File: config.mk
export PLATFORM = sky130hd
export DESIGN_NAME = timer_block
export DESIGN_NICKNAME = d
export VERILOG_FILES = /design/src/pkg/timer_pkg.sv /design/src/hw/pin_sync.sv /design/src/hw/prescaler.sv /design/src/hw/timer_block.sv
export VERILOG_INCLUDE_DIRS = /design/src /design/src/pkg
export SDC_FILE = /design/constraint.sdc
export NUM_CORES = 1
export LEC_CHECK = 0
export BUFFER_PORTS_ARGS = -buffer_cell sky130_fd_sc_hd__buf_2
export CORE_MARGIN = 2
export CORE_UTILIZATION = 63
export DETAILED_ROUTE_END_ITERATION = 10
export GPL_ROUTABILITY_DRIVEN = 0
export MAX_ROUTING_LAYER = met4
export PLACE_DENSITY = 0.81
export REMOVE_ABC_BUFFERS = 1
export SYNTH_ARGS = -nofsm -noshare
export SYNTH_HDL_FRONTEND = slang
export SYNTH_HIERARCHICAL = 1
export SYNTH_SLANG_ARGS = --single-unit
File: constraint.sdc
create_clock -name clock -period 2.6 [get_ports clock]
set_input_delay 0.52 -clock clock [delete_from_list [all_inputs] [get_ports clock]]
set_output_delay 0.52 -clock clock [all_outputs]
set_load 0.05 [all_outputs]
File: src/pkg/timer_defs.svh
// register offsets, reset values and counting constants of the timer block
`ifndef TIMER_DEFS_SVH
`define TIMER_DEFS_SVH

// ************************************************************
// register offsets on the plain register port
// ************************************************************
`define ADDR_CTRL 4'h0
`define ADDR_MODE 4'h1
`define ADDR_T0_LOW 4'h2
`define ADDR_T0_HIGH 4'h3
`define ADDR_T1_LOW 4'h4
`define ADDR_T1_HIGH 4'h5
`define ADDR_T2_CTRL 4'h6
`define ADDR_T2_MODE 4'h7
`define ADDR_T2_LOW 4'h8
`define ADDR_T2_HIGH 4'h9
`define ADDR_T2_CAP_LOW 4'ha
`define ADDR_T2_CAP_HIGH 4'hb
`define ADDR_STATUS 4'hc
`define ADDR_MASK 4'hd

// ************************************************************
// values and counting constants
// ************************************************************
`define RESET_BYTE 8'h00
`define RESET_WORD 16'h0000
`define BYTE_ONE 8'h01
`define BYTE_ONES 8'hff
`define WORD_ONE 16'h0001
`define WORD_ONES 16'hffff
`define LOW5_ONE 5'h01
`define LOW5_ONES 5'h1f
`define PRESCALE_SLOW 4'hc
`define PRESCALE_FAST 4'h4
`define PRESCALE_ONE 4'h1
`define PRESCALE_ZERO 4'h0
`define PIN_IDLE 1'b1

`endif

File: src/pkg/timer_pkg.sv
// types shared by the timer block and its register port
package timer_pkg;

  // ************************************************************
  // per-timer mode field, low nibble timer 0, high nibble timer 1
  // ************************************************************
  typedef enum logic [1:0] {
    mode_13bit = 2'b00,
    mode_16bit = 2'b01,
    mode_reload = 2'b10,
    mode_split = 2'b11
  } timer_mode_e;

  typedef struct packed {
    logic gate;
    logic source_pin;
    timer_mode_e mode;
  } timer_cfg_s;

  typedef struct packed {
    timer_cfg_s t1;
    timer_cfg_s t0;
  } mode_reg_s;

  // ************************************************************
  // control, timer 2 and interrupt layouts
  // ************************************************************
  typedef struct packed {
    logic t2_div4;
    logic t1_div4;
    logic t0_div4;
    logic timer1_run;
    logic timer0_run;
  } ctrl_reg_s;

  typedef struct packed {
    logic serial_receive_clock_select;
    logic serial_transmit_clock_select;
    logic trigger_enable;
    logic timer2_run;
    logic timer2_source_select;
    logic capture_reload_select;
  } t2_ctrl_s;

  typedef struct packed {
    logic timer2_clock_output_enable;
    logic down_enable;
  } t2_mode_s;

  typedef struct packed {
    logic t2_trigger;
    logic t2_overflow;
    logic timer1_overflow_flag;
    logic timer0_overflow_flag;
  } irq_s;

  typedef enum logic [1:0] {
    t2_reload = 2'b00,
    t2_capture = 2'b01,
    t2_baud = 2'b11,
    t2_clock_out = 2'b10
  } t2_func_e;

  typedef struct packed {
    logic [3:0] addr;
    logic [7:0] wdata;
    logic wr;
    logic rd;
  } reg_req_s;

endpackage

File: src/hw/pin_sync.sv
// two-stage synchroniser with falling-edge detect for one input pin
`timescale 1ns/1ps
`include "timer_defs.svh"
module pin_sync (
  input wire logic clock,
  input wire logic rst,
  input wire logic pin,
  output logic level,
  output logic fall
);
  logic meta;
  logic last;

  // ************************************************************
  // synchroniser; first stage feeds only the second
  // ************************************************************
  always_ff @(posedge clock) begin
    if (rst) begin
      meta <= `PIN_IDLE;
      level <= `PIN_IDLE;
      last <= `PIN_IDLE;
    end else begin
      meta <= pin;
      level <= meta;
      last <= level;
    end
  end

  // one-cycle pulse on a 1-to-0 transition
  assign fall = last & ~level;
endmodule

File: src/hw/prescaler.sv
// core clock prescaler giving divide-by-slow and divide-by-fast ticks
`timescale 1ns/1ps
`include "timer_defs.svh"
module prescaler #(
  parameter logic [3:0] SLOW = `PRESCALE_SLOW,
  parameter logic [3:0] FAST = `PRESCALE_FAST
) (
  input wire logic clock,
  input wire logic rst,
  output logic tick_slow,
  output logic tick_fast
);
  logic [3:0] count_slow;
  logic [3:0] count_fast;

  // ************************************************************
  // free-running dividers; ticks are one-cycle pulses
  // ************************************************************
  always_ff @(posedge clock) begin
    if (rst) begin
      count_slow <= `PRESCALE_ZERO;
      tick_slow <= 1'b0;
    end else begin
      tick_slow <= (count_slow == SLOW - `PRESCALE_ONE);
      count_slow <= (count_slow == SLOW - `PRESCALE_ONE) ? `PRESCALE_ZERO : count_slow + `PRESCALE_ONE;
    end
  end

  always_ff @(posedge clock) begin
    if (rst) begin
      count_fast <= `PRESCALE_ZERO;
      tick_fast <= 1'b0;
    end else begin
      tick_fast <= (count_fast == FAST - `PRESCALE_ONE);
      count_fast <= (count_fast == FAST - `PRESCALE_ONE) ? `PRESCALE_ZERO : count_fast + `PRESCALE_ONE;
    end
  end
endmodule

File: src/hw/timer_block.sv
// three timer/counters: timers 0 and 1 (only timer 0 can split, timer 1 stops in mode 3), up/down timer 2
//
// Design decisions made here: the register offsets and the strobed register port.
`timescale 1ns/1ps
`include "timer_defs.svh"
module timer_block (
  input wire logic clock,
  input wire logic rst,
  input wire timer_pkg::reg_req_s reg_req,
  output logic [7:0] reg_rdata,
  input wire logic count_pin_zero,
  input wire logic count_pin_one,
  input wire logic count_pin_two,
  output logic count_pin_two_out,
  output logic count_pin_two_oe,
  input wire logic gate_pin_zero,
  input wire logic gate_pin_one,
  input wire logic trigger_pin_two,
  output logic timer1_baud_tick,
  output logic timer2_baud_tick,
  output logic irq
);
  import timer_pkg::*;

  ctrl_reg_s ctrl;
  mode_reg_s timer_mode_register;
  logic [7:0] t0_low, t0_high, t1_low, t1_high;
  t2_ctrl_s timer2_control_register;
  t2_mode_s timer2_mode_register;
  logic [15:0] t2_count, t2_cap;
  irq_s status, mask, events;
  logic clock_out;
  logic fall0, fall1, fall2, fall_trig;
  logic gate0_level, gate1_level, trig_level;
  logic tick_slow, tick_fast;
  logic t0_split, t0_low_go, t0_high_go, t1_run_eff, t1_go;
  logic [16:0] t0_step, t1_step;
  logic t0_flag_evt, t0_high_evt, t1_ovf_evt;
  t2_func_e t2_func;
  logic t2_go, t2_wrap, t2_trig;
  logic [15:0] next_t2_count, next_t2_cap;

  // ************************************************************
  // helpers
  // ************************************************************
  function automatic logic is_write(input reg_req_s req, input logic [3:0] a);
    return req.wr && req.addr == a;
  endfunction

  // run bit qualified by gate and gate pin
  function automatic logic gate_ok(input logic run, input logic gate, input logic gpin);
    return run & (~gate | gpin);
  endfunction

  // count source: pin fall or prescaled clock
  function automatic logic pick_tick(input logic src_pin, input logic div4, input logic pin_fall,
                                     input logic fast, input logic slow);
    return src_pin ? pin_fall : (div4 ? fast : slow);
  endfunction

  // one count step for modes 0, 1, 2; returns {overflow, high, low}
  function automatic logic [16:0] step(input timer_mode_e m, input logic [7:0] hi, input logic [7:0] lo);
    logic [16:0] r;
    r = {1'b0, hi, lo};
    case (m)
      mode_13bit: begin
        r[4:0] = 5'(lo[4:0] + `LOW5_ONE);
        if (lo[4:0] == `LOW5_ONES) begin
          r[15:8] = 8'(hi + `BYTE_ONE);
          r[16] = (hi == `BYTE_ONES);
        end
      end
      mode_16bit: begin
        r[15:0] = 16'({hi, lo} + `WORD_ONE);
        r[16] = ({hi, lo} == `WORD_ONES);
      end
      mode_reload: begin
        r[7:0] = (lo == `BYTE_ONES) ? hi : 8'(lo + `BYTE_ONE);
        r[16] = (lo == `BYTE_ONES);
      end
      default: r = {1'b0, hi, lo};
    endcase
    return r;
  endfunction

  // ************************************************************
  // pin synchronisers and prescaler
  // ************************************************************
  pin_sync u_sync_c0 (.clock(clock), .rst(rst), .pin(count_pin_zero), .level(), .fall(fall0));
  pin_sync u_sync_c1 (.clock(clock), .rst(rst), .pin(count_pin_one), .level(), .fall(fall1));
  pin_sync u_sync_c2 (.clock(clock), .rst(rst), .pin(count_pin_two), .level(), .fall(fall2));
  pin_sync u_sync_g0 (.clock(clock), .rst(rst), .pin(gate_pin_zero), .level(gate0_level), .fall());
  pin_sync u_sync_g1 (.clock(clock), .rst(rst), .pin(gate_pin_one), .level(gate1_level), .fall());
  pin_sync u_sync_tr (.clock(clock), .rst(rst), .pin(trigger_pin_two), .level(trig_level), .fall(fall_trig));

  prescaler u_prescaler (.clock(clock), .rst(rst), .tick_slow(tick_slow), .tick_fast(tick_fast));

  // ************************************************************
  // timer 0 and timer 1 count enables
  // ************************************************************
  assign t0_split = timer_mode_register.t0.mode == mode_split;
  // low byte keeps all of timer 0's own controls
  assign t0_low_go = pick_tick(timer_mode_register.t0.source_pin, ctrl.t0_div4, fall0, tick_fast,
                               tick_slow)
                     & gate_ok(ctrl.timer0_run, timer_mode_register.t0.gate, gate0_level);
  // split high byte is a clock counter borrowing timer 1's run bit
  assign t0_high_go = t0_split & ctrl.timer1_run & (ctrl.t0_div4 ? tick_fast : tick_slow);
  // timer 1 loses its run bit while timer 0 is split, so it runs on gating only
  assign t1_run_eff = t0_split ? 1'b1 : ctrl.timer1_run;
  assign t1_go = (timer_mode_register.t1.mode != mode_split)
                 & pick_tick(timer_mode_register.t1.source_pin, ctrl.t1_div4, fall1, tick_fast, tick_slow)
                 & gate_ok(t1_run_eff, timer_mode_register.t1.gate, gate1_level);
  assign t0_step = step(timer_mode_register.t0.mode, t0_high, t0_low);
  assign t1_step = step(timer_mode_register.t1.mode, t1_high, t1_low);

  // overflow events
  assign t0_flag_evt = t0_split ? (t0_low_go & t0_low == `BYTE_ONES) : (t0_low_go & t0_step[16]);
  assign t0_high_evt = t0_high_go & (t0_high == `BYTE_ONES);
  assign t1_ovf_evt = t1_go & t1_step[16];

  // ************************************************************
  // timer 0 count bytes; a register write beats a count step
  // ************************************************************
  always_ff @(posedge clock) begin
    if (rst) begin
      t0_low <= `RESET_BYTE;
      t0_high <= `RESET_BYTE;
    end else begin
      if (t0_split) begin
        if (t0_low_go) begin
          t0_low <= 8'(t0_low + `BYTE_ONE);
        end
        if (t0_high_go) begin
          t0_high <= 8'(t0_high + `BYTE_ONE);
        end
      end else if (t0_low_go) begin
        {t0_high, t0_low} <= t0_step[15:0];
      end
      if (is_write(reg_req, `ADDR_T0_LOW)) begin
        t0_low <= reg_req.wdata;
      end
      if (is_write(reg_req, `ADDR_T0_HIGH)) begin
        t0_high <= reg_req.wdata;
      end
    end
  end

  // ************************************************************
  // timer 1 count bytes and baud tick
  // ************************************************************
  always_ff @(posedge clock) begin
    if (rst) begin
      t1_low <= `RESET_BYTE;
      t1_high <= `RESET_BYTE;
    end else begin
      if (t1_go) begin
        {t1_high, t1_low} <= t1_step[15:0];
      end
      if (is_write(reg_req, `ADDR_T1_LOW)) begin
        t1_low <= reg_req.wdata;
      end
      if (is_write(reg_req, `ADDR_T1_HIGH)) begin
        t1_high <= reg_req.wdata;
      end
    end
  end

  // serial port keeps its clock even when timer 1 has no flag of its own
  always_ff @(posedge clock) begin
    if (rst) begin
      timer1_baud_tick <= 1'b0;
    end else begin
      timer1_baud_tick <= t1_ovf_evt;
    end
  end

  // ************************************************************
  // timer 2 function select and count
  // ************************************************************
  always_comb begin
    if (timer2_mode_register.timer2_clock_output_enable & ~timer2_control_register.capture_reload_select) begin
      t2_func = t2_clock_out;
    end else if (timer2_control_register.serial_receive_clock_select |
                 timer2_control_register.serial_transmit_clock_select) begin
      t2_func = t2_baud;
    end else if (timer2_control_register.capture_reload_select) begin
      t2_func = t2_capture;
    end else begin
      t2_func = t2_reload;
    end
  end

  assign t2_go = pick_tick(timer2_control_register.timer2_source_select, ctrl.t2_div4, fall2, tick_fast,
                           tick_slow)
                 & timer2_control_register.timer2_run;
  // trigger pin steers direction when down counting, so it is no event then
  assign t2_trig = timer2_control_register.trigger_enable & fall_trig &
                   ~(t2_func == t2_reload && timer2_mode_register.down_enable);

  // next count, capture value and wrap event
  always_comb begin
    next_t2_count = t2_count;
    next_t2_cap = t2_cap;
    t2_wrap = 1'b0;
    if (t2_go) begin
      if (t2_func == t2_reload && timer2_mode_register.down_enable && ~trig_level) begin
        t2_wrap = (t2_count == t2_cap);
        next_t2_count = t2_wrap ? `WORD_ONES : 16'(t2_count - `WORD_ONE);
      end else begin
        t2_wrap = (t2_count == `WORD_ONES);
        next_t2_count = 16'(t2_count + `WORD_ONE);
        if (t2_wrap && t2_func != t2_capture) begin
          next_t2_count = t2_cap;
        end
      end
    end
    if (t2_trig) begin
      if (t2_func == t2_capture) begin
        next_t2_cap = t2_count;
      end else if (t2_func == t2_reload) begin
        next_t2_count = t2_cap;
      end
    end
  end

  // timer 2 count and capture/reload value; writes beat counting
  always_ff @(posedge clock) begin
    if (rst) begin
      t2_count <= `RESET_WORD;
      t2_cap <= `RESET_WORD;
    end else begin
      t2_count <= next_t2_count;
      t2_cap <= next_t2_cap;
      if (is_write(reg_req, `ADDR_T2_LOW)) begin
        t2_count[7:0] <= reg_req.wdata;
      end
      if (is_write(reg_req, `ADDR_T2_HIGH)) begin
        t2_count[15:8] <= reg_req.wdata;
      end
      if (is_write(reg_req, `ADDR_T2_CAP_LOW)) begin
        t2_cap[7:0] <= reg_req.wdata;
      end
      if (is_write(reg_req, `ADDR_T2_CAP_HIGH)) begin
        t2_cap[15:8] <= reg_req.wdata;
      end
    end
  end

  // baud tick on each wrap in baud mode, clock-out toggle on each wrap in clock-out mode
  always_ff @(posedge clock) begin
    if (rst) begin
      timer2_baud_tick <= 1'b0;
      clock_out <= 1'b0;
    end else begin
      timer2_baud_tick <= t2_wrap & (t2_func == t2_baud);
      if (t2_wrap && t2_func == t2_clock_out) begin
        clock_out <= ~clock_out;
      end
    end
  end

  assign count_pin_two_out = clock_out;
  assign count_pin_two_oe = (t2_func == t2_clock_out);

  // ************************************************************
  // configuration registers
  // ************************************************************
  always_ff @(posedge clock) begin
    if (rst) begin
      ctrl <= '0;
      timer_mode_register <= '0;
      timer2_control_register <= '0;
      timer2_mode_register <= '0;
      mask <= '0;
    end else begin
      if (is_write(reg_req, `ADDR_CTRL)) begin
        ctrl <= ctrl_reg_s'(reg_req.wdata[4:0]);
      end
      if (is_write(reg_req, `ADDR_MODE)) begin
        timer_mode_register <= mode_reg_s'(reg_req.wdata);
      end
      if (is_write(reg_req, `ADDR_T2_CTRL)) begin
        timer2_control_register <= t2_ctrl_s'(reg_req.wdata[5:0]);
      end
      if (is_write(reg_req, `ADDR_T2_MODE)) begin
        timer2_mode_register <= t2_mode_s'(reg_req.wdata[1:0]);
      end
      if (is_write(reg_req, `ADDR_MASK)) begin
        mask <= irq_s'(reg_req.wdata[3:0]);
      end
    end
  end

  // ************************************************************
  // interrupt status: sticky, write one to clear, set wins
  // ************************************************************
  always_comb begin
    events.timer0_overflow_flag = t0_flag_evt;
    // split high byte owns timer 1's flag, timer 1 itself no longer does
    events.timer1_overflow_flag = t0_split ? t0_high_evt : t1_ovf_evt;
    events.t2_overflow = t2_wrap & (t2_func == t2_reload || t2_func == t2_capture);
    events.t2_trigger = t2_trig;
  end

  always_ff @(posedge clock) begin
    if (rst) begin
      status <= '0;
    end else if (is_write(reg_req, `ADDR_STATUS)) begin
      status <= (status & ~irq_s'(reg_req.wdata[3:0])) | events;
    end else begin
      status <= status | events;
    end
  end

  assign irq = |(status & mask);

  // ************************************************************
  // read data, valid only in the cycle after the read strobe
  // ************************************************************
  always_ff @(posedge clock) begin
    if (rst || !reg_req.rd) begin
      reg_rdata <= `RESET_BYTE;
    end else if (reg_req.addr == `ADDR_CTRL) begin
      reg_rdata <= {3'b000, ctrl};
    end else if (reg_req.addr == `ADDR_MODE) begin
      reg_rdata <= timer_mode_register;
    end else if (reg_req.addr == `ADDR_T0_LOW) begin
      reg_rdata <= t0_low;
    end else if (reg_req.addr == `ADDR_T0_HIGH) begin
      reg_rdata <= t0_high;
    end else if (reg_req.addr == `ADDR_T1_LOW) begin
      reg_rdata <= t1_low;
    end else if (reg_req.addr == `ADDR_T1_HIGH) begin
      reg_rdata <= t1_high;
    end else if (reg_req.addr == `ADDR_T2_CTRL) begin
      reg_rdata <= {2'b00, timer2_control_register};
    end else if (reg_req.addr == `ADDR_T2_MODE) begin
      reg_rdata <= {6'b000000, timer2_mode_register};
    end else if (reg_req.addr == `ADDR_T2_LOW) begin
      reg_rdata <= t2_count[7:0];
    end else if (reg_req.addr == `ADDR_T2_HIGH) begin
      reg_rdata <= t2_count[15:8];
    end else if (reg_req.addr == `ADDR_T2_CAP_LOW) begin
      reg_rdata <= t2_cap[7:0];
    end else if (reg_req.addr == `ADDR_T2_CAP_HIGH) begin
      reg_rdata <= t2_cap[15:8];
    end else if (reg_req.addr == `ADDR_STATUS) begin
      reg_rdata <= {4'h0, status};
    end else if (reg_req.addr == `ADDR_MASK) begin
      reg_rdata <= {4'h0, mask};
    end else begin
      reg_rdata <= `RESET_BYTE; // unmapped reads as zero
    end
  end
endmodule

==> results of run 1 <==
## state kept, by name (all words and copies together), names as in the netlist, 5 cells and up
register,flops
t2_cap,16
t2_count,16
reg_rdata,8
t0_high,8
t0_low,8
t1_high,8
t1_low,8
timer_mode_register,8
timer2_control_register,6
ctrl,5
## cell type report
| cell class | count | area [sq um] |
|---|---|---|
| Multi-Input combinational cell | 871 | 5570 |
| Fill cell | 1030 | 3480 |
| Sequential cell | 130 | 2610 |
| Timing Repair Buffer | 99 | 698 |
| Clock buffer | 19 | 443 |
| Tap cell | 176 | 220 |
| Clock inverter | 12 | 183 |
| Inverter | 27 | 101 |
## worst paths after layout
kind | end | start | depth (start not counted) | slack (ns)
worst max-delay path | t2_count[0] | t2_cap[14] | 7 | 0.13
worst max register to register | t2_count[0] | t2_cap[14] | 7 | 0.13
worst min register to register | u_sync_tr/level | u_sync_tr/meta | 1 | 0.40
worst min-delay path | u_sync_g1/meta | gate_pin_one | 2 | 0.28
## metal layers
metal  vias up  share of wire, %  track usage [%]
met5         -                 0                -
li1       4161                 -                -
met1      4276                37             50.2
met2       693                45             64.4
met4         0               7.1             25.1
met3       203                11             9.12
## critical path, stage by stage, from the launching register on
cell      delay [ns]
dfxtp_1         0.49
xor2_1          0.11
nor4_1          0.50
nand4_1         0.25
and2_0          0.23
buf_4           0.18
a2111o_1        0.42
o22ai_1         0.19
## through the flow
step           std cells  util [%]  area [sq um]  total power [mW]  hold WS (ns)
2_1_floorplan       1028         -          8260              2.36         0.383
3_3_place_gp        1303      69.0          9180              2.59         0.385
3_5_place_dp        1303      69.0          9180              2.60         0.390
4_1_cts             1334      73.7          9800              5.14         0.265
5_1_grt             1334      73.8          9820              5.29         0.279
6_report            1334      73.8          9820              5.15         0.276
## power groups by stage
stage / combinational (mW) / clock (mW) / sequential, mW
floorplan: 0.229 / 0 / 2.13
CTS: 0.477 / 2.57 / 2.09
finish: 0.496 / 2.57 / 2.09
global placement: 0.466 / 0 / 2.13
detailed placement: 0.471 / 0 / 2.13
global route: 0.531 / 2.66 / 2.09
==> impl_metrics.csv, run 1 <==
group,metric,value,unit
cts,cts_buffer_depth,2,
detailed_routing,ant_nets,0,
place,dp_slack,0.178,ns
floorplan,core-area,13300,sq um
timing,slew_headroom,47.9,%
cts,clock_latency,0.43,ns
timing,rsz0062_at_grt,"no",
place,hpwl,19.9,mm
finish,nNetsFinal,1186,
grt,grt_max_degree,51,
pwr,p_int,3.84,mW
floorplan,die_w,121,um
pwr,power_switching_share,25.5,%
timing,slew_viol_final,0,
detailed_routing,finalWirelength,29.4,mm
timing,worst_slew_pin_slew,0.778,ns
floorplan,start_util,64.8,%
finish,drive_above_1_share,14.8,%
critical_path,worst-path-max-fanout,7,
timing,period_share,94.9,%
detailed_routing,vias,9333,
timing,setup_tns,0,ns
pwr,p_sw,1.31,mW
synthesis,syn_area,8620,sq um
timing,final.setup.worst_slack,0.132,ns
cts,clk_pin_slew_worst_paths,0.06,ns
detailed_routing,detail_route.vias_per_cell,7.00,
grt,grt_pass1_vias,8868,
cts,numCtsBuffers,17,
pwr,clockPowerShare,49.8,%
finish,final_cell_mix,"128 x dfxtp_1, 112 x nor2_1, 100 x nand2_1, 78 x a21oi_1, 64 x o21ai_0",
synthesis,postSynthCellCount,1112,
finish,area_delta_synth_final,13.9,%
timing,fin_skew,0.00524,ns
critical_path,critPathCaptureType,"register",
detailed_routing,drc,0,
grt,grt-ovfl-total,0,
critical_path,arrival,2.81,ns
pwr,powerDensity,525,nW/um^2
floorplan,die_area,14600,sq um
cts,cts-htree-levels,4,
floorplan,io_pins,35,
outcome,outcome,"finished clean",
floorplan,core.rowCount,42,
grt,grt_antenna_before_repair,0,
detailed_routing,firstDrtPassIters,9,
grt,grt_util_all_layers,41.9,%
synthesis,synth.avg_cell_area,7.75,sq um
finish,n_antenna_cell,0,
pwr,power_frac_seq,40.5,%
detailed_routing,wl_per_cell,22.0,um
cts,postCtsSetupRepairBufs,0,
critical_path,critPathLaunchType,"register",
pwr,power.leakage,3.64,nW
pwr,p_comb_share,9.6,%
flow_run,maxCapViolCount,0,
floorplan,die_y,121,um
cts,clock_sinks,130,
timing,finalHoldViolations,0,
timing,fin_crit,2.47,ns
min_path,holdCritPathClass,"primary input to register",
place,portBuffers,34,
critical_path,path_class,"register to register",
critical_path,worstPathRequired,2.94,ns
cts,cts_resized,0,
cts,tritoncts,"done",
grt,grt_first_pass_wirelength,46.5,mm
timing,finalSetupViolCount,0,
pwr,ir_worst_vdd,0.000687,V
finish,final_common_cell,"dfxtp_1",
detailed_routing,drt_iter0_drc,1736,
synthesis,yosys_warnings,6,
timing,fmaxAchievable,0.405,GHz
cts,ctsHoldBuffers,0,
cts,cts_root_buffer,"clkbuf_16",
Note: power is estimated with default switching activity, not from simulation.
==> run 2: changes to the inputs <==
- CORE_ASPECT_RATIO: default -> 2
==> run 2 against run 1 <==
  * Power down 4.2%
  * Sequential power about the same
  * Highest routed layer unchanged
  * Flip-flop and latch count unchanged
  * Global-route usage up 4.8 points
  * Non-clock buffer count up 21
==> impl_metrics.csv, run 2 (same netlist as run 1, synthesis figures left out) <==
group,metric,value,unit
place,hpwl,23.2,mm
finish,final_common_cell,"dfxtp_1",
critical_path,r2r_end,"t2_count[2]",
pwr,power_switching_share,27.7,%
timing,slew_headroom,34.5,%
finish,final_cell_mix,"130 x dfxtp_1, 111 x nor2_1, 100 x nand2_1, 87 x buf_4, 78 x a21oi_1",
pwr,power.leakage,3.72,nW
finish,design_area,9890,sq um
floorplan,io_pins,35,
detailed_routing,firstDrtPassIters,8,
critical_path,crit_family,"compound AO/OA/AOI/OAI gates",
critical_path,arrival,2.83,ns
timing,finalSetupViolCount,0,
pwr,p_sw,1.37,mW
finish,fin_util,73.6,%
pwr,power_frac_seq,42.3,%
detailed_routing,ant_nets,0,
floorplan,die_y,169,um
timing,hold-worst-slack,0.269,ns
pwr,ir_worst_vdd,0.000631,V
pwr,p_comb_share,10.5,%
timing,finalHoldViolations,0,
grt,grt_util_all_layers,46.7,%
pwr,total_power,4.94,mW
finish,fillers,1020,
critical_path,rrSetupSlack,0.05,ns
timing,fmaxAchievable,0.392,GHz
timing,fin_crit,2.55,ns
floorplan,start_util,64.1,%
pwr,clockPowerShare,47.2,%
detailed_routing,detail_route.vias_per_cell,7.26,
critical_path,rr_startpoint,"u_prescaler/tick_fast",
cts,tritoncts,"done",
grt,grt-ovfl-total,0,
finish,drive_above_1_share,16.7,%
critical_path,critPathCaptureType,"register",
timing,fin_skew,0.00768,ns
detailed_routing,vias,9696,
detailed_routing,wl_per_cell,24.7,um
critical_path,reg2regPathDepth,5,
floorplan,die_w,86.7,um
outcome,outcome,"finished clean",
cts,cts_root_buffer,"clkbuf_16",
floorplan,core.rowCount,60,
critical_path,path_class,"register to register",
place,placedInstanceArea,9250,sq um
timing,slew_viol_final,0,
critical_path,worst-path-max-fanout,18,
min_path,hp-start,"gate_pin_zero",
detailed_routing,finalWirelength,33.0,mm
floorplan,die_area,14700,sq um
grt,grt_first_pass_wirelength,50.3,mm
cts,cts_buffer_depth,2,
cts,numCtsBuffers,17,
cts,clock_sinks,130,
cts,cts-htree-levels,4,
timing,worst_slew_pin_slew,0.979,ns
cts,clock_latency,0.42,ns
detailed_routing,drc,0,
critical_path,setup.worst_path.start,"u_prescaler/tick_fast",
finish,top_regs,"t2_cap (16), t2_count (16)",
flow_run,maxCapViolCount,0,
min_path,holdCritPathClass,"primary input to register",
critical_path,path_depth,5,
grt,grt_max_degree,51,
cts,ctsHoldBuffers,0,
cts,clk_pin_slew_worst_paths,0.06,ns
critical_path,cpMaxStageDelayCell,"o211a_1",
detailed_routing,drt_iter0_drc,1096,
critical_path,cpPeakStageDelay,0.60,ns
floorplan,core-area,13400,sq um
critical_path,crit_chain,"mux2_2 -> o211a_1 -> nand2_1 -> o32ai_1 -> o22ai_1",
grt,grt_pass1_vias,9327,
finish,area_delta_synth_final,14.8,%
finish,nNetsFinal,1207,
timing,period_share,98.1,%
place,portBuffers,34,
critical_path,critPathLaunchType,"register",
pwr,powerDensity,499,nW/um^2
grt,grt_antenna_before_repair,1,
pwr,p_int,3.57,mW
critical_path,worstPathRequired,2.88,ns
critical_path,crit_buf_inv,0,
critical_path,endpoint,"t2_count[2]",
## run 2: power groups by stage
stage	registers, mW	logic, mW	clock network [mW]
detailed placement	2.13	0.488	0
CTS	2.08	0.491	2.34
global route	2.09	0.545	2.41
finish	2.09	0.518	2.33
floorplan	2.13	0.229	0
global placement	2.13	0.481	0
## run 2: timing repair
action	4_1_cts	5_1_grt
buffers inserted	0	2
gates resized for setup	0	10
endpoints found under the setup margin	0	14
## run 2: how the worst min path moves through the flow
stage	end	slack, ns	cells past startpoint
after floorplan	u_sync_c0/level	0.38	1
after global placement	u_sync_c0/level	0.39	1
after detailed placement	u_sync_g1/level	0.39	1
after CTS	u_sync_g0/meta	0.27	2
after global routing	u_sync_g0/meta	0.27	2
final	u_sync_g0/meta	0.27	2
## run 2: layer usage
layer / vias to the layer above / track usage (%) / share of wire, %
met5: - / - / 0
met4: 0 / 43.1 / 13
met3: 366 / 17.6 / 11
met2: 776 / 72.7 / 46
met1: 4342 / 42.8 / 30
li1: 4212 / - / -
## run 2: cell type report
type | instances | area [sq um] | area share, %
Clock inverter | 13 | 126 | 1.28
Tap cell | 155 | 194 | 1.96
Sequential cell | 130 | 2600 | 26.3
Multi-Input combinational cell | 871 | 5600 | 56.6
Inverter | 27 | 101 | 1.02
Timing Repair Buffer | 120 | 818 | 8.27
Antenna cell | 1 | 2.50 | 0.0253
Clock buffer | 19 | 443 | 4.48
## run 2: per-stage QoR
stage | worst slack, ns | cells | setup TNS, ns
final | 0.0492 | 1336 | 0
after CTS | 0.0667 | 1333 | 0
after floorplan | 0.148 | 1028 | 0
after detailed placement | 0.139 | 1301 | 0
after global routing | -0.0173 | 1336 | -0.0173
after global placement | 0.222 | 1301 | 0
==> run 3: changes to the inputs <==
- RECOVER_POWER: default -> 100
==> run 3 against run 2 <==
  * The run now ends with DRC left
  * Highest routed layer unchanged
  * Critical path depth did not move
  * Maximum frequency is 1.4% lower
  * Utilization decreased by 0.65 points
  * Flip-flop and latch count stayed put
  * Clock skew rose by 0.0011 ns
==> impl_metrics.csv, run 3 (same netlist as run 1, synthesis figures left out) <==
group,metric,value,unit
outcome,outcome,"finished, violations left",
outcome,violations,"DRC",
timing,setup_tns,0,ns
finish,area_delta_synth_final,13.8,%
critical_path,setup.worst_path.start,"u_prescaler/tick_fast",
timing,fin_skew,0.00878,ns
grt,grt-ovfl-total,0,
grt,grt_first_pass_wirelength,50.3,mm
critical_path,crit_buf_inv,0,
floorplan,start_util,64.1,%
floorplan,die_w,86.7,um
grt,grt_max_degree,51,
place,hpwl,23.2,mm
pwr,power.leakage,3.61,nW
timing,period_share,99.5,%
cts,cts_buffer_depth,2,
critical_path,critPathCaptureType,"register",
detailed_routing,detail_route.vias_per_cell,7.21,
critical_path,rrSetupSlack,0.01,ns
place,placedInstanceArea,9250,sq um
critical_path,rr_startpoint,"u_prescaler/tick_fast",
critical_path,cpMaxStageDelayCell,"o211a_1",
cts,cts-htree-levels,4,
timing,slew_viol_final,0,
timing,fin_crit,2.59,ns
finish,final_cell_mix,"130 x dfxtp_1, 111 x nor2_1, 100 x nand2_1, 78 x a21oi_1, 66 x buf_4",
finish,fillers,1057,
floorplan,die_y,169,um
timing,slew_headroom,24.4,%
pwr,total_power,4.93,mW
critical_path,cpPeakStageDelay,0.62,ns
cts,clock_latency,0.43,ns
finish,drive_above_1_share,14.2,%
finish,nNetsFinal,1207,
detailed_routing,vias,9633,
timing,finalHoldViolations,0,
detailed_routing,ant_nets,0,
cts,numCtsBuffers,17,
cts,clock_sinks,130,
timing,fmaxAchievable,0.386,GHz
place,dp_cells,1301,
detailed_routing,drc,1,
timing,hold-worst-slack,0.270,ns
critical_path,critPathLaunchType,"register",
pwr,power_switching_share,27.7,%
place,portBuffers,34,
pwr,p_int,3.56,mW
detailed_routing,wl_per_cell,24.6,um
finish,instances_no_fill,1336,
min_path,hp-start,"gate_pin_zero",
timing,finalSetupViolCount,0,
pwr,power_frac_seq,42.4,%
floorplan,io_pins,35,
finish,top_regs,"t2_cap (16), t2_count (16)",
finish,seq_area,2600,sq um
detailed_routing,finalWirelength,32.9,mm
cts,tritoncts,"done",
floorplan,core.rowCount,60,
finish,final_common_cell,"dfxtp_1",
cts,clk_pin_slew_worst_paths,0.06,ns
grt,grt_pass1_vias,9327,
flow_run,maxCapViolCount,0,
pwr,ir_worst_vdd,0.000631,V
critical_path,crit_chain,"mux2_1 -> o211a_1 -> nand2_1 -> o32ai_1 -> o22ai_1",
floorplan,die_area,14700,sq um
cts,ctsHoldBuffers,0,
floorplan,core-area,13400,sq um
pwr,powerDensity,503,nW/um^2
critical_path,path_class,"register to register",
critical_path,crit_family,"compound AO/OA/AOI/OAI gates",
pwr,p_sw,1.36,mW
critical_path,worst-path-max-fanout,18,
min_path,holdCritPathClass,"primary input to register",
critical_path,arrival,2.85,ns
pwr,clockPowerShare,47.3,%
grt,grt_antenna_before_repair,1,
detailed_routing,firstDrtPassIters,11,
cts,cts_root_buffer,"clkbuf_16",
critical_path,worstPathRequired,2.86,ns
timing,worst_slew_pin_slew,1.13,ns
pwr,p_comb_share,10.3,%
grt,grt_util_all_layers,46.7,%
finish,multiInputGateArea,5600,sq um
detailed_routing,drt_iter0_drc,1148,
finish,design_area,9800,sq um
==> run 3: changes by cell type in the layout (fill, tap and decap cells not counted), moves of 2 or more <==
cell,change
clkbuf_1,+26
buf_4,-21
buf_2,-14
clkbuf_2,+8
mux2_1,+2
mux2_2,-2
or2_0,+2
==> run 3: through the flow <==
| stage | util (%) | worst slack [ns] |
|---|---|---|
| 6_report | 72.9 | 0.0119 |
| 4_1_cts | 73.1 | 0.0667 |
| 3_5_place_dp | 68.9 | 0.139 |
| 3_3_place_gp | 68.9 | 0.222 |
| 2_1_floorplan | - | 0.148 |
| 5_1_grt | 72.9 | -0.0173 |
==> run 3: final timing paths <==
kind | cells past startpoint | to
worst max-delay path | 5 | t2_count[2]
worst min-delay path | 2 | u_sync_g0/meta
worst max register to register | 5 | t2_count[2]
worst min register to register | 1 | u_sync_g1/level
==> run 3: layout make-up <==
type / instances / area share (%)
Multi-Input combinational cell: 871 / 57.1
Sequential cell: 130 / 26.6
Timing Repair Buffer: 120 / 7.51
Tap cell: 155 / 1.98
Clock inverter: 13 / 1.29
Clock buffer: 19 / 4.52
Inverter: 27 / 1.03
Antenna cell: 1 / 0.0255
==> run 3: timing repair <==
item,in CTS,in global routing
endpoints found under the setup margin,0,14
buffers inserted,0,2
gates resized for setup,0,10
==> run 3: metal layers <==
layer | global-route usage (%) | routed length (um) | share of wire, %
met5 | - | 0 | 0
met4 | 43.1 | 4220 | 13
met3 | 17.6 | 3520 | 11
met2 | 72.7 | 15100 | 46
met1 | 42.8 | 10000 | 30
==> run 3: power groups by stage <==
stage,logic (mW),registers (mW),clock network (mW)
2_1_floorplan,0.229,2.13,0
3_3_place_gp,0.481,2.13,0
3_5_place_dp,0.488,2.13,0
4_1_cts,0.491,2.08,2.34
5_1_grt,0.536,2.09,2.41
6_report,0.507,2.09,2.33
